## config.mk

```make
export PLATFORM = sky130hd
export DESIGN_NAME = dbfs_top
export DESIGN_NICKNAME = d
export VERILOG_FILES = /design/src/verilog/dbfs_pkg.sv /design/src/verilog/dbfs_win_dec.sv /design/src/verilog/dbfs_top.sv
export SDC_FILE = /design/constraint.sdc
export NUM_CORES = 1
export LEC_CHECK = 0
export BUFFER_PORTS_ARGS = -buffer_cell sky130_fd_sc_hd__buf_2
export CAP_MARGIN = 40
export CORE_ASPECT_RATIO = 0.9
export CORE_MARGIN = 5
export CORE_UTILIZATION = 31
export DETAILED_ROUTE_END_ITERATION = 12
export GPL_ROUTABILITY_DRIVEN = 0
export PLACE_DENSITY = 0.66
export SYNTH_ARGS = -nofsm -noshare
export SYNTH_HDL_FRONTEND = slang
export SYNTH_SLANG_ARGS = --single-unit
```

## constraint.sdc

```tcl
create_clock -name ref_clk -period 1.6 [get_ports ref_clk]
set_input_delay 0.16 -clock ref_clk [delete_from_list [all_inputs] [get_ports ref_clk]]
set_output_delay 0.16 -clock ref_clk [all_outputs]
set_load 0.01 [all_outputs]
```

## src/verilog/dbfs_pkg.sv

```systemverilog
// Shared constants and types for the dual bank flash swap mapping logic.
package dbfs_pkg;

   // Address map of the code flash region.
   localparam logic [31:0] BANK_HI_BASE   = 32'hFFF0_0000; // Execution window, start.
   localparam logic [31:0] BANK_HI_LAST   = 32'hFFFF_FFFF; // Execution window, end.
   localparam logic [31:0] BANK_LO_BASE   = 32'hFFE0_0000; // Lower window, start.
   localparam logic [31:0] BANK_LO_LAST   = 32'hFFEF_FFFF; // Lower window, end.
   localparam int          WIN_SEL_BIT    = 20;            // Selects upper or lower window.
   localparam int          REGION_LSB     = 21;            // Lowest bit of the region tag.
   localparam int          OFFSET_W       = 20;            // Byte offset inside one bank.

   // Option word fields and their erased (reset) values.
   localparam int          SWAP_W         = 3;
   localparam logic [2:0]  SWAP_ERASED    = 3'h7;          // Unswapped default field value.
   localparam logic [2:0]  SWAP_ALL_ZERO  = 3'h0;

   // Bank mode encoding of the option word bit.
   typedef enum logic {
      DBFS_MODE_DUAL   = 1'b0,
      DBFS_MODE_LINEAR = 1'b1
   } dbfs_mode_type;

   // Configuration capture states, Gray coded along the single path.
   typedef enum logic [1:0] {
      DBFS_CFG_WAIT = 2'b00,
      DBFS_CFG_RUN  = 2'b01
   } dbfs_cfg_type;

   // Result of one address translation.
   typedef struct packed {
      logic                hit;
      logic                bank;
      logic [OFFSET_W-1:0] offset;
   } dbfs_map_type;

endpackage : dbfs_pkg

```

## src/verilog/dbfs_win_dec.sv

```systemverilog
// Registered address window decoder that maps a bus address to a physical bank.
`timescale 1ns/1ps
module dbfs_win_dec #(
   parameter bit EXEC_PORT = 1'b1
) (
   input  wire logic                  ref_clk,
   input  wire logic                  reset_n,
   input  wire logic                  req,
   input  wire logic [31:0]           addr,
   input  wire logic                  dual,
   input  wire logic                  swapped,
   output      logic                  ack,
   output      dbfs_pkg::dbfs_map_type map
);

   logic                   ack_reg;
   logic                   ack_next;
   dbfs_pkg::dbfs_map_type map_reg;
   dbfs_pkg::dbfs_map_type map_next;
   logic                   in_region;
   logic                   upper;

   // Translate the address; the execution port sees only the upper window in dual mode.
   always_comb begin
      in_region = (addr[31:dbfs_pkg::REGION_LSB]
                   == dbfs_pkg::BANK_LO_BASE[31:dbfs_pkg::REGION_LSB]);
      upper     = addr[dbfs_pkg::WIN_SEL_BIT];
      ack_next  = req;
      map_next  = '0;
      if (req) begin
         map_next.hit    = in_region && (!EXEC_PORT || !dual || upper);
         map_next.bank   = (~upper) ^ (dual & swapped);
         map_next.offset = addr[dbfs_pkg::OFFSET_W-1:0];
      end
   end

   // Register the answer so that it appears one cycle after the request.
   always_ff @(posedge ref_clk or negedge reset_n) begin
      if (!reset_n) begin
         ack_reg <= 1'b0;
         map_reg <= '0;
      end else begin
         ack_reg <= ack_next;
         map_reg <= map_next;
      end
   end

   assign ack = ack_reg;
   assign map = map_reg;

endmodule : dbfs_win_dec

```

## src/verilog/dbfs_top.sv

```systemverilog
// Dual bank flash swap: option capture at reset and address mapping for fetch and commands.
// Notes on behaviour
// - Bank mode is either linear or dual.
// - Dual mode splits user flash into two banks.
// - Unswapped: bank 0 high, bank 1 low.
// - Non-erased swap field exchanges banks after reset.
// - Command window moves together with the swap.
// - Field 000b puts command bank 0 low.
// - Linear mode ignores the swap field entirely.
// - Dual mode executes from half the capacity.
// - Unchanged field keeps the previous mapping.
// - Active bank code may program other bank.
`timescale 1ns/1ps
module dbfs_top (
   input  wire logic                   ref_clk,
   input  wire logic                   reset_n,
   input  wire logic                   opt_bank_mode,
   input  wire logic [2:0]             startup_bank_swap_field,
   input  wire logic                   fetch_req,
   input  wire logic [31:0]            fetch_addr,
   input  wire logic                   cmd_req,
   input  wire logic [31:0]            cmd_addr,
   output      logic                   cfg_ready,
   output      logic                   cfg_dual,
   output      logic                   cfg_swapped,
   output      logic                   fetch_ack,
   output      dbfs_pkg::dbfs_map_type fetch_map,
   output      logic                   cmd_ack,
   output      dbfs_pkg::dbfs_map_type cmd_map,
   output      logic                   cmd_on_active
);

   dbfs_pkg::dbfs_cfg_type cfg_state_reg;
   dbfs_pkg::dbfs_cfg_type cfg_state_next;
   logic                   dual_reg;
   logic                   dual_next;
   logic [2:0]             swap_field_reg;
   logic [2:0]             swap_field_next;
   logic                   swapped_reg;
   logic                   swapped_next;
   logic                   active_reg;
   logic                   active_next;
   logic                   fetch_go;
   logic                   cmd_go;
   logic                   cmd_in_region;

   // Capture the option word once, at the first edge after reset release.
   always_comb begin
      cfg_state_next  = cfg_state_reg;
      dual_next       = dual_reg;
      swap_field_next = swap_field_reg;
      swapped_next    = swapped_reg;
      unique case (cfg_state_reg)
         dbfs_pkg::DBFS_CFG_WAIT: begin
            cfg_state_next  = dbfs_pkg::DBFS_CFG_RUN;
            dual_next       = (opt_bank_mode == dbfs_pkg::DBFS_MODE_DUAL);
            swap_field_next = startup_bank_swap_field;
            // In dual mode, any value other than the erased one selects the exchanged map.
            swapped_next    = (opt_bank_mode == dbfs_pkg::DBFS_MODE_DUAL)
                              && (startup_bank_swap_field != dbfs_pkg::SWAP_ERASED);
         end
         dbfs_pkg::DBFS_CFG_RUN: begin
            cfg_state_next  = dbfs_pkg::DBFS_CFG_RUN;
         end
         default: begin
            cfg_state_next  = dbfs_pkg::DBFS_CFG_WAIT;
         end
      endcase
   end

   // Hold the captured configuration until the next reset.
   always_ff @(posedge ref_clk or negedge reset_n) begin
      if (!reset_n) begin
         cfg_state_reg  <= dbfs_pkg::DBFS_CFG_WAIT;
         dual_reg       <= 1'b0;
         swap_field_reg <= dbfs_pkg::SWAP_ERASED;
         swapped_reg    <= 1'b0;
      end else begin
         cfg_state_reg  <= cfg_state_next;
         dual_reg       <= dual_next;
         swap_field_reg <= swap_field_next;
         swapped_reg    <= swapped_next;
      end
   end

   // Requests are ignored until the configuration has been captured.
   assign fetch_go      = fetch_req && (cfg_state_reg == dbfs_pkg::DBFS_CFG_RUN);
   assign cmd_go        = cmd_req && (cfg_state_reg == dbfs_pkg::DBFS_CFG_RUN);
   assign cmd_in_region = (cmd_addr[31:dbfs_pkg::REGION_LSB]
                           == dbfs_pkg::BANK_LO_BASE[31:dbfs_pkg::REGION_LSB]);

   // Flag commands that target the bank currently executing; the other bank stays writable.
   always_comb begin
      active_next = 1'b0;
      if (cmd_go) begin
         active_next = dual_reg && cmd_in_region && cmd_addr[dbfs_pkg::WIN_SEL_BIT];
      end
   end

   // Register the active bank flag alongside the command answer.
   always_ff @(posedge ref_clk or negedge reset_n) begin
      if (!reset_n) begin
         active_reg <= 1'b0;
      end else begin
         active_reg <= active_next;
      end
   end

   // Instruction fetch decoder, limited to the execution window in dual mode.
   dbfs_win_dec #(
      .EXEC_PORT (1'b1)
   ) u_fetch_dec (
      .ref_clk (ref_clk),
      .reset_n (reset_n),
      .req     (fetch_go),
      .addr    (fetch_addr),
      .dual    (dual_reg),
      .swapped (swapped_reg),
      .ack     (fetch_ack),
      .map     (fetch_map)
   );

   // Command decoder, which reaches both banks and follows the same swap.
   dbfs_win_dec #(
      .EXEC_PORT (1'b0)
   ) u_cmd_dec (
      .ref_clk (ref_clk),
      .reset_n (reset_n),
      .req     (cmd_go),
      .addr    (cmd_addr),
      .dual    (dual_reg),
      .swapped (swapped_reg),
      .ack     (cmd_ack),
      .map     (cmd_map)
   );

   // Configuration outputs come straight from the capture registers.
   assign cfg_ready     = (cfg_state_reg == dbfs_pkg::DBFS_CFG_RUN);
   assign cfg_dual      = dual_reg;
   assign cfg_swapped   = swapped_reg;
   assign cmd_on_active = active_reg;
endmodule : dbfs_top

```

After elaboration in Yosys (flattened, before gate mapping)
Index checks and enable logic that the tools add are counted.
Widths: inputs -> output; s select.
{"block": "totals", "ram_bits": 0, "ff_bits": 51, "out_inout_bits": 50, "mem_bits_ro": 0, "in_bits": 72, "wordCells": 36, "n_memories": 0, "latch_bits": 0}
{"block": "op_classes", "n_mul": 0, "mux": 4, "reduce_logical": 10, "n_addsub": 0, "bitwise": 6, "shifts": 0, "div": 0, "n_lt_le_gt_ge": 0, "n_eq_ne": 4}
{"cell": "$mux 22", "count": 2}
{"cell": "$eq 11x11->1 const B", "count": 2}
{"cell": "$logic_and 1x1->1", "count": 6}
{"cell": "$ne 3x3->1 const B", "count": 1}
{"cell": "$not 1->1", "count": 3}
{"cell": "$eq 2x1->1 const B", "count": 1}
{"cell": "$logic_not 2->1", "count": 1}
{"cell": "$mux 1", "count": 2}
{"cell": "$reduce_or 2->1", "count": 1}
{"cell": "$xor 1x1->1", "count": 2}
{"cell": "$and 1x1->1", "count": 1}
{"cell": "$logic_not 1->1", "count": 1}
{"cell": "$logic_or 1x1->1", "count": 1}

Longest topological paths before layout
{"block": "logic_depth", "depth_word": 4, "mapped_depth": 5, "depth_no_buf": 4}

Cells and area by module
From an unflattened synthesis, not the netlist that was laid out.
{"block": "unflattened", "hier_cells": 121, "hier_area_um2": 1704.1}
{"mod": "dbfs_win_dec at u_fetch_dec", "instances": 1, "cells_each": 53, "area_each_um2": 765.7, "seq_area_each_um2": 575.6}
{"mod": "dbfs_win_dec at u_cmd_dec", "instances": 1, "cells_each": 52, "area_each_um2": 753.2, "seq_area_each_um2": 575.6}
{"mod": "dbfs_top", "instances": 1, "cells_each": 16, "area_each_um2": 185.2, "seq_area_each_um2": 100.1}

Least setup slack after synthesis
OpenSTA, ideal clock, no wires.
{"block": "synth_timing", "kind": "flip-flop to flip-flop", "startpoint": "reg cfg_state_reg[0]", "endpoint": "reg u_cmd_dec.map_reg, in the netlist u_cmd_dec.map[13]", "t_required_ps": 1480, "path_buffers": 2, "setup_time_ps": 120, "period_less_slack_ps": 965, "stages_incl_launch_ff": 4, "path_slack_ps": 635, "arrival_time_ps": 845, "path_cell_list": "dfrtp_1 > buf_6 > buf_2 > and3_1"}
{"element": "start: declaration", "line_no": "dbfs_top.sv:33", "source": "dbfs_pkg::dbfs_cfg_type cfg_state_reg;"}
{"element": "start signal: assignment", "line_no": "dbfs_top.sv:74", "source": "cfg_state_reg <= dbfs_pkg::DBFS_CFG_WAIT;"}
{"element": "start signal: assignment", "line_no": "dbfs_top.sv:79", "source": "cfg_state_reg <= cfg_state_next;"}
{"element": "end signal: assignment", "line_no": "dbfs_win_dec.sv:44", "source": "map_reg <= map_next;"}
{"element": "end: declaration", "line_no": "dbfs_win_dec.sv:18", "source": "dbfs_pkg::dbfs_map_type map_reg;"}

Worst setup path in the final report
{"block": "layout_timing", "startpoint": "reg cfg_state_reg[0]", "endpoint": "out cfg_ready"}
{"block": "layout_between", "elab_chain_cells": 1}
{"element": "$eq 2x1->1", "line_no": "dbfs_top.sv:138", "source": "assign cfg_ready = (cfg_state_reg == dbfs_pkg::DBFS_CFG_RUN);"}
{"element": "end: declaration", "line_no": "dbfs_top.sv:23", "source": "output logic cfg_ready,"}
Every way passes these cells.

==> key figures <==
Synth
  • Unique masters post-synth: 24
  • Most common cell in the netlist: dfrtp_1
  • Synthesized cell area: 1730 µm²
  • Syn nets: 196
  • Syn Inst Count: 124
  • Flops & latches, synth: 50
  • Sequential fraction of the synthesis area: 72.31%
  • Post-synthesis simple-gate area fraction: 21.40%
  • Largest family of logic cells by synthesized area: simple AND/OR/NAND/NOR gates
  • Largest area contributor in the netlist: dfrtp_1
  • Synth Area in XOR/XNOR: 1.012%
  • Avg Cell Area, Syn: 13.95 µm²
  • Post-Synth Adder-Cell Area: 0%
  • Synth Warn #: 0
  • Asr flop ratio synth: 100.0%
  • Synth top area share: 72.31%
  • Ys flop type: dfrtp_1
  • Post-synth EDFFs: 0
  • Mux cell area share after synthesis: 0%
  • Top post-synthesis cells by count: dfrtp_1 (50), and3_1 (40), buf_2 (4), nand4_1 (4)
  • Largest cells by area after synthesis: dfrtp_1 (72%), and3_1 (14%), nor4_2 (2.2%), nand4_1 (1.4%), buf_2 (1.2%)
  • Compound-Gate Fraction of Synth Area: 1.735%

Final layout
  • Ant. Diodes: 0
  • Final #Nets: 319
  • Layout area overhead: 45.70%
  • Area of the multi-input gates: 421.7 µm²
  • Share of layout cells above drive strength 1: 55.65%
  • Seq. cell area: 1251 µm²
  • Fill cell count: 516

Clock tree
  • Root buffer cell: clkbuf_8
  • H-tree Lvls: 2
  • Sink Count: 50
  • CTS Buf Count: 5
  • Setup bufs post-CTS: 0
  • Clock Tree Buf Depth: 2
  • CTS tree: built
  • Clk_lat worst skew: 300 ps
  • Post-CTS sizing: 0
  • CTS clk-pin slew, worst paths: 80 ps

Drt
  • Routed WL: 4651 µm
  • DR DRC count: 0
  • Antenna Violating Nets Remaining: 0
  • DRT iter0 DRCs: 42
  • Vias: 1,385
  • Vias per cell: 4.397
  • First-pass DRT Iterations: 4
  • DR WL/cell: 14.77 µm

Pwr
  • PwrDens: 974.9 nW/µm²
  • P_sw: 542.9 µW
  • VDD IR-drop max: 0.0005214 V
  • Pwr Total: 2.458 mW
  • Clock power frac: 34.5%
  • Sw Ratio: 22.09%
  • Power share of the sequential group: 54.0%
  • Internal power: 1.915 mW
  • Leak: 1.561 nW
  • Gate power share: 11.4%

Timing
  • Fin crit share: 77.77%
  • Final slew viol count: 0
  • Worst-margin pin slew: 543.0 ps
  • Fin. Hold Viols: 0
  • Final setup viols: 0
  • Min Tclk post-route: 1244 ps
  • Slew margin rel.: 63.80%
  • Fin Setup TNS: 0 ps
  • Setup WS post-layout: 355.6 ps
  • RSZ-0062 raised after global routing: false
  • Clk_skew: 3.200 ps
  • Worst hold slack: 57.22 ps
  • Fmax: 0.8036 GHz

Global routing
  • Largest net degree at the start of global routing: 31
  • Total grt overflow: 0
  • First-pass GRT wire length: 6913 µm
  • Initial antenna violation count: 0
  • Vias in the first global route: 1,413
  • GRT Total Usage: 12.74%

Die
  • Rows: 25
  • Die W: 88.76 µm
  • Ports: 122
  • Die Y: 80.88 µm
  • Initial Utilization: 32.35%
  • Die Area: 7179 µm²
  • Core area: 5349 µm²

Critical path
  • Critical path startpoint category: flop
  • CP required: 1440 ps
  • Crit. End Element: output pin
  • Crit-path max FO: 30
  • CP Class: reg2out
  • Worst EP arrival: 1080 ps

Place
  • PortBufs: 121
  • HPWL Detailed: 3681 µm
  • Pre-CTS setup slack: 579.5 ps

Worst hold path
  • HP Class: in2reg

Run status
  • Status: completed

Flow run
  • Max-capacitance violation count: 0
## cell type report
type | instances | area share (%)
Tap cell | 67 | 3.325
Timing Repair Buffer | 125 | 25.81
Clock buffer | 7 | 3.027
Inverter | 2 | 0.2978
Clock inverter | 1 | 1.191
Multi-Input combinational cell | 63 | 16.72
Sequential cell | 50 | 49.63
## placed cells by master (no fill, tap or decap), types with 2 or more instances in the layout
master    synthesis  final
and3_1           40     40
buf_2             4    121
buf_4             0      2
clkbuf_1          1      2
clkbuf_8          0      5
dfrtp_1          50     50
nand2_1           2      2
nand3_1           2      2
nand4_1           4      4
nor4_2            3      3
## layer usage
metal | part of all wire (%) | track usage (%)
met1 | 36 | 14.84
met2 | 47 | 20.10
met3 | 14 | 5.477
met4 | 2.7 | 6.193
met5 | 0 | 0
## through the flow
stage	std cells	area [µm²]	util [%]
detailed placement	306	2405	44.96
global placement	306	2405	44.96
floorplan	124	1730	-
finish	315	2521	47.13
global route	315	2521	47.13
CTS	315	2521	47.13
## power groups by stage
stage | Combinational (mW) | Clock, mW | Sequential (mW)
after floorplan | 0.0751 | 0 | 1.38
after global placement | 0.283 | 0 | 1.35
after detailed placement | 0.286 | 0 | 1.35
after CTS | 0.288 | 0.886 | 1.33
after global routing | 0.316 | 0.932 | 1.33
final | 0.281 | 0.849 | 1.33
## critical path, stage by stage (launching register included)
cell and delay (ps):
dfrtp_1 350, buf_4 260, buf_2 180
## kinds of logic after synthesis
family          Yosys count
simple gates             56
flops                    50
buf+inv                  11
compound gates            4
xor+xnor                  2
other cells               1
## what timing repair did
item / in CTS / in global routing
endpoints found under the hold margin: 23 / 0
endpoints found under the setup margin: 0 / 0
hold buffers: 1 / 0
## worst paths after layout
| kind | from | end | slack [ps] | cells after the start |
|---|---|---|---|---|
| worst max-delay path | cfg_state_reg[0]$_DFF_PN0_ | cfg_ready | 360 | 2 |
| min in group asynchronous | reset_n | u_fetch_dec.map[13]$_DFF_PN0_ | 370 | 2 |
| worst min-delay path | opt_bank_mode | cfg_dual$_DFFE_PN0N_ | 60 | 2 |
| worst min register to register | cfg_swapped$_DFFE_PN0N_ | cfg_swapped$_DFFE_PN0N_ | 550 | 1 |
| worst max register to register | cfg_state_reg[0]$_DFF_PN0_ | u_fetch_dec.map[21]$_DFF_PN0_ | 580 | 4 |
| max in group asynchronous | reset_n | u_fetch_dec.map[1]$_DFF_PN0_ | 700 | 3 |
Note: power is estimated with default switching activity, not from simulation.
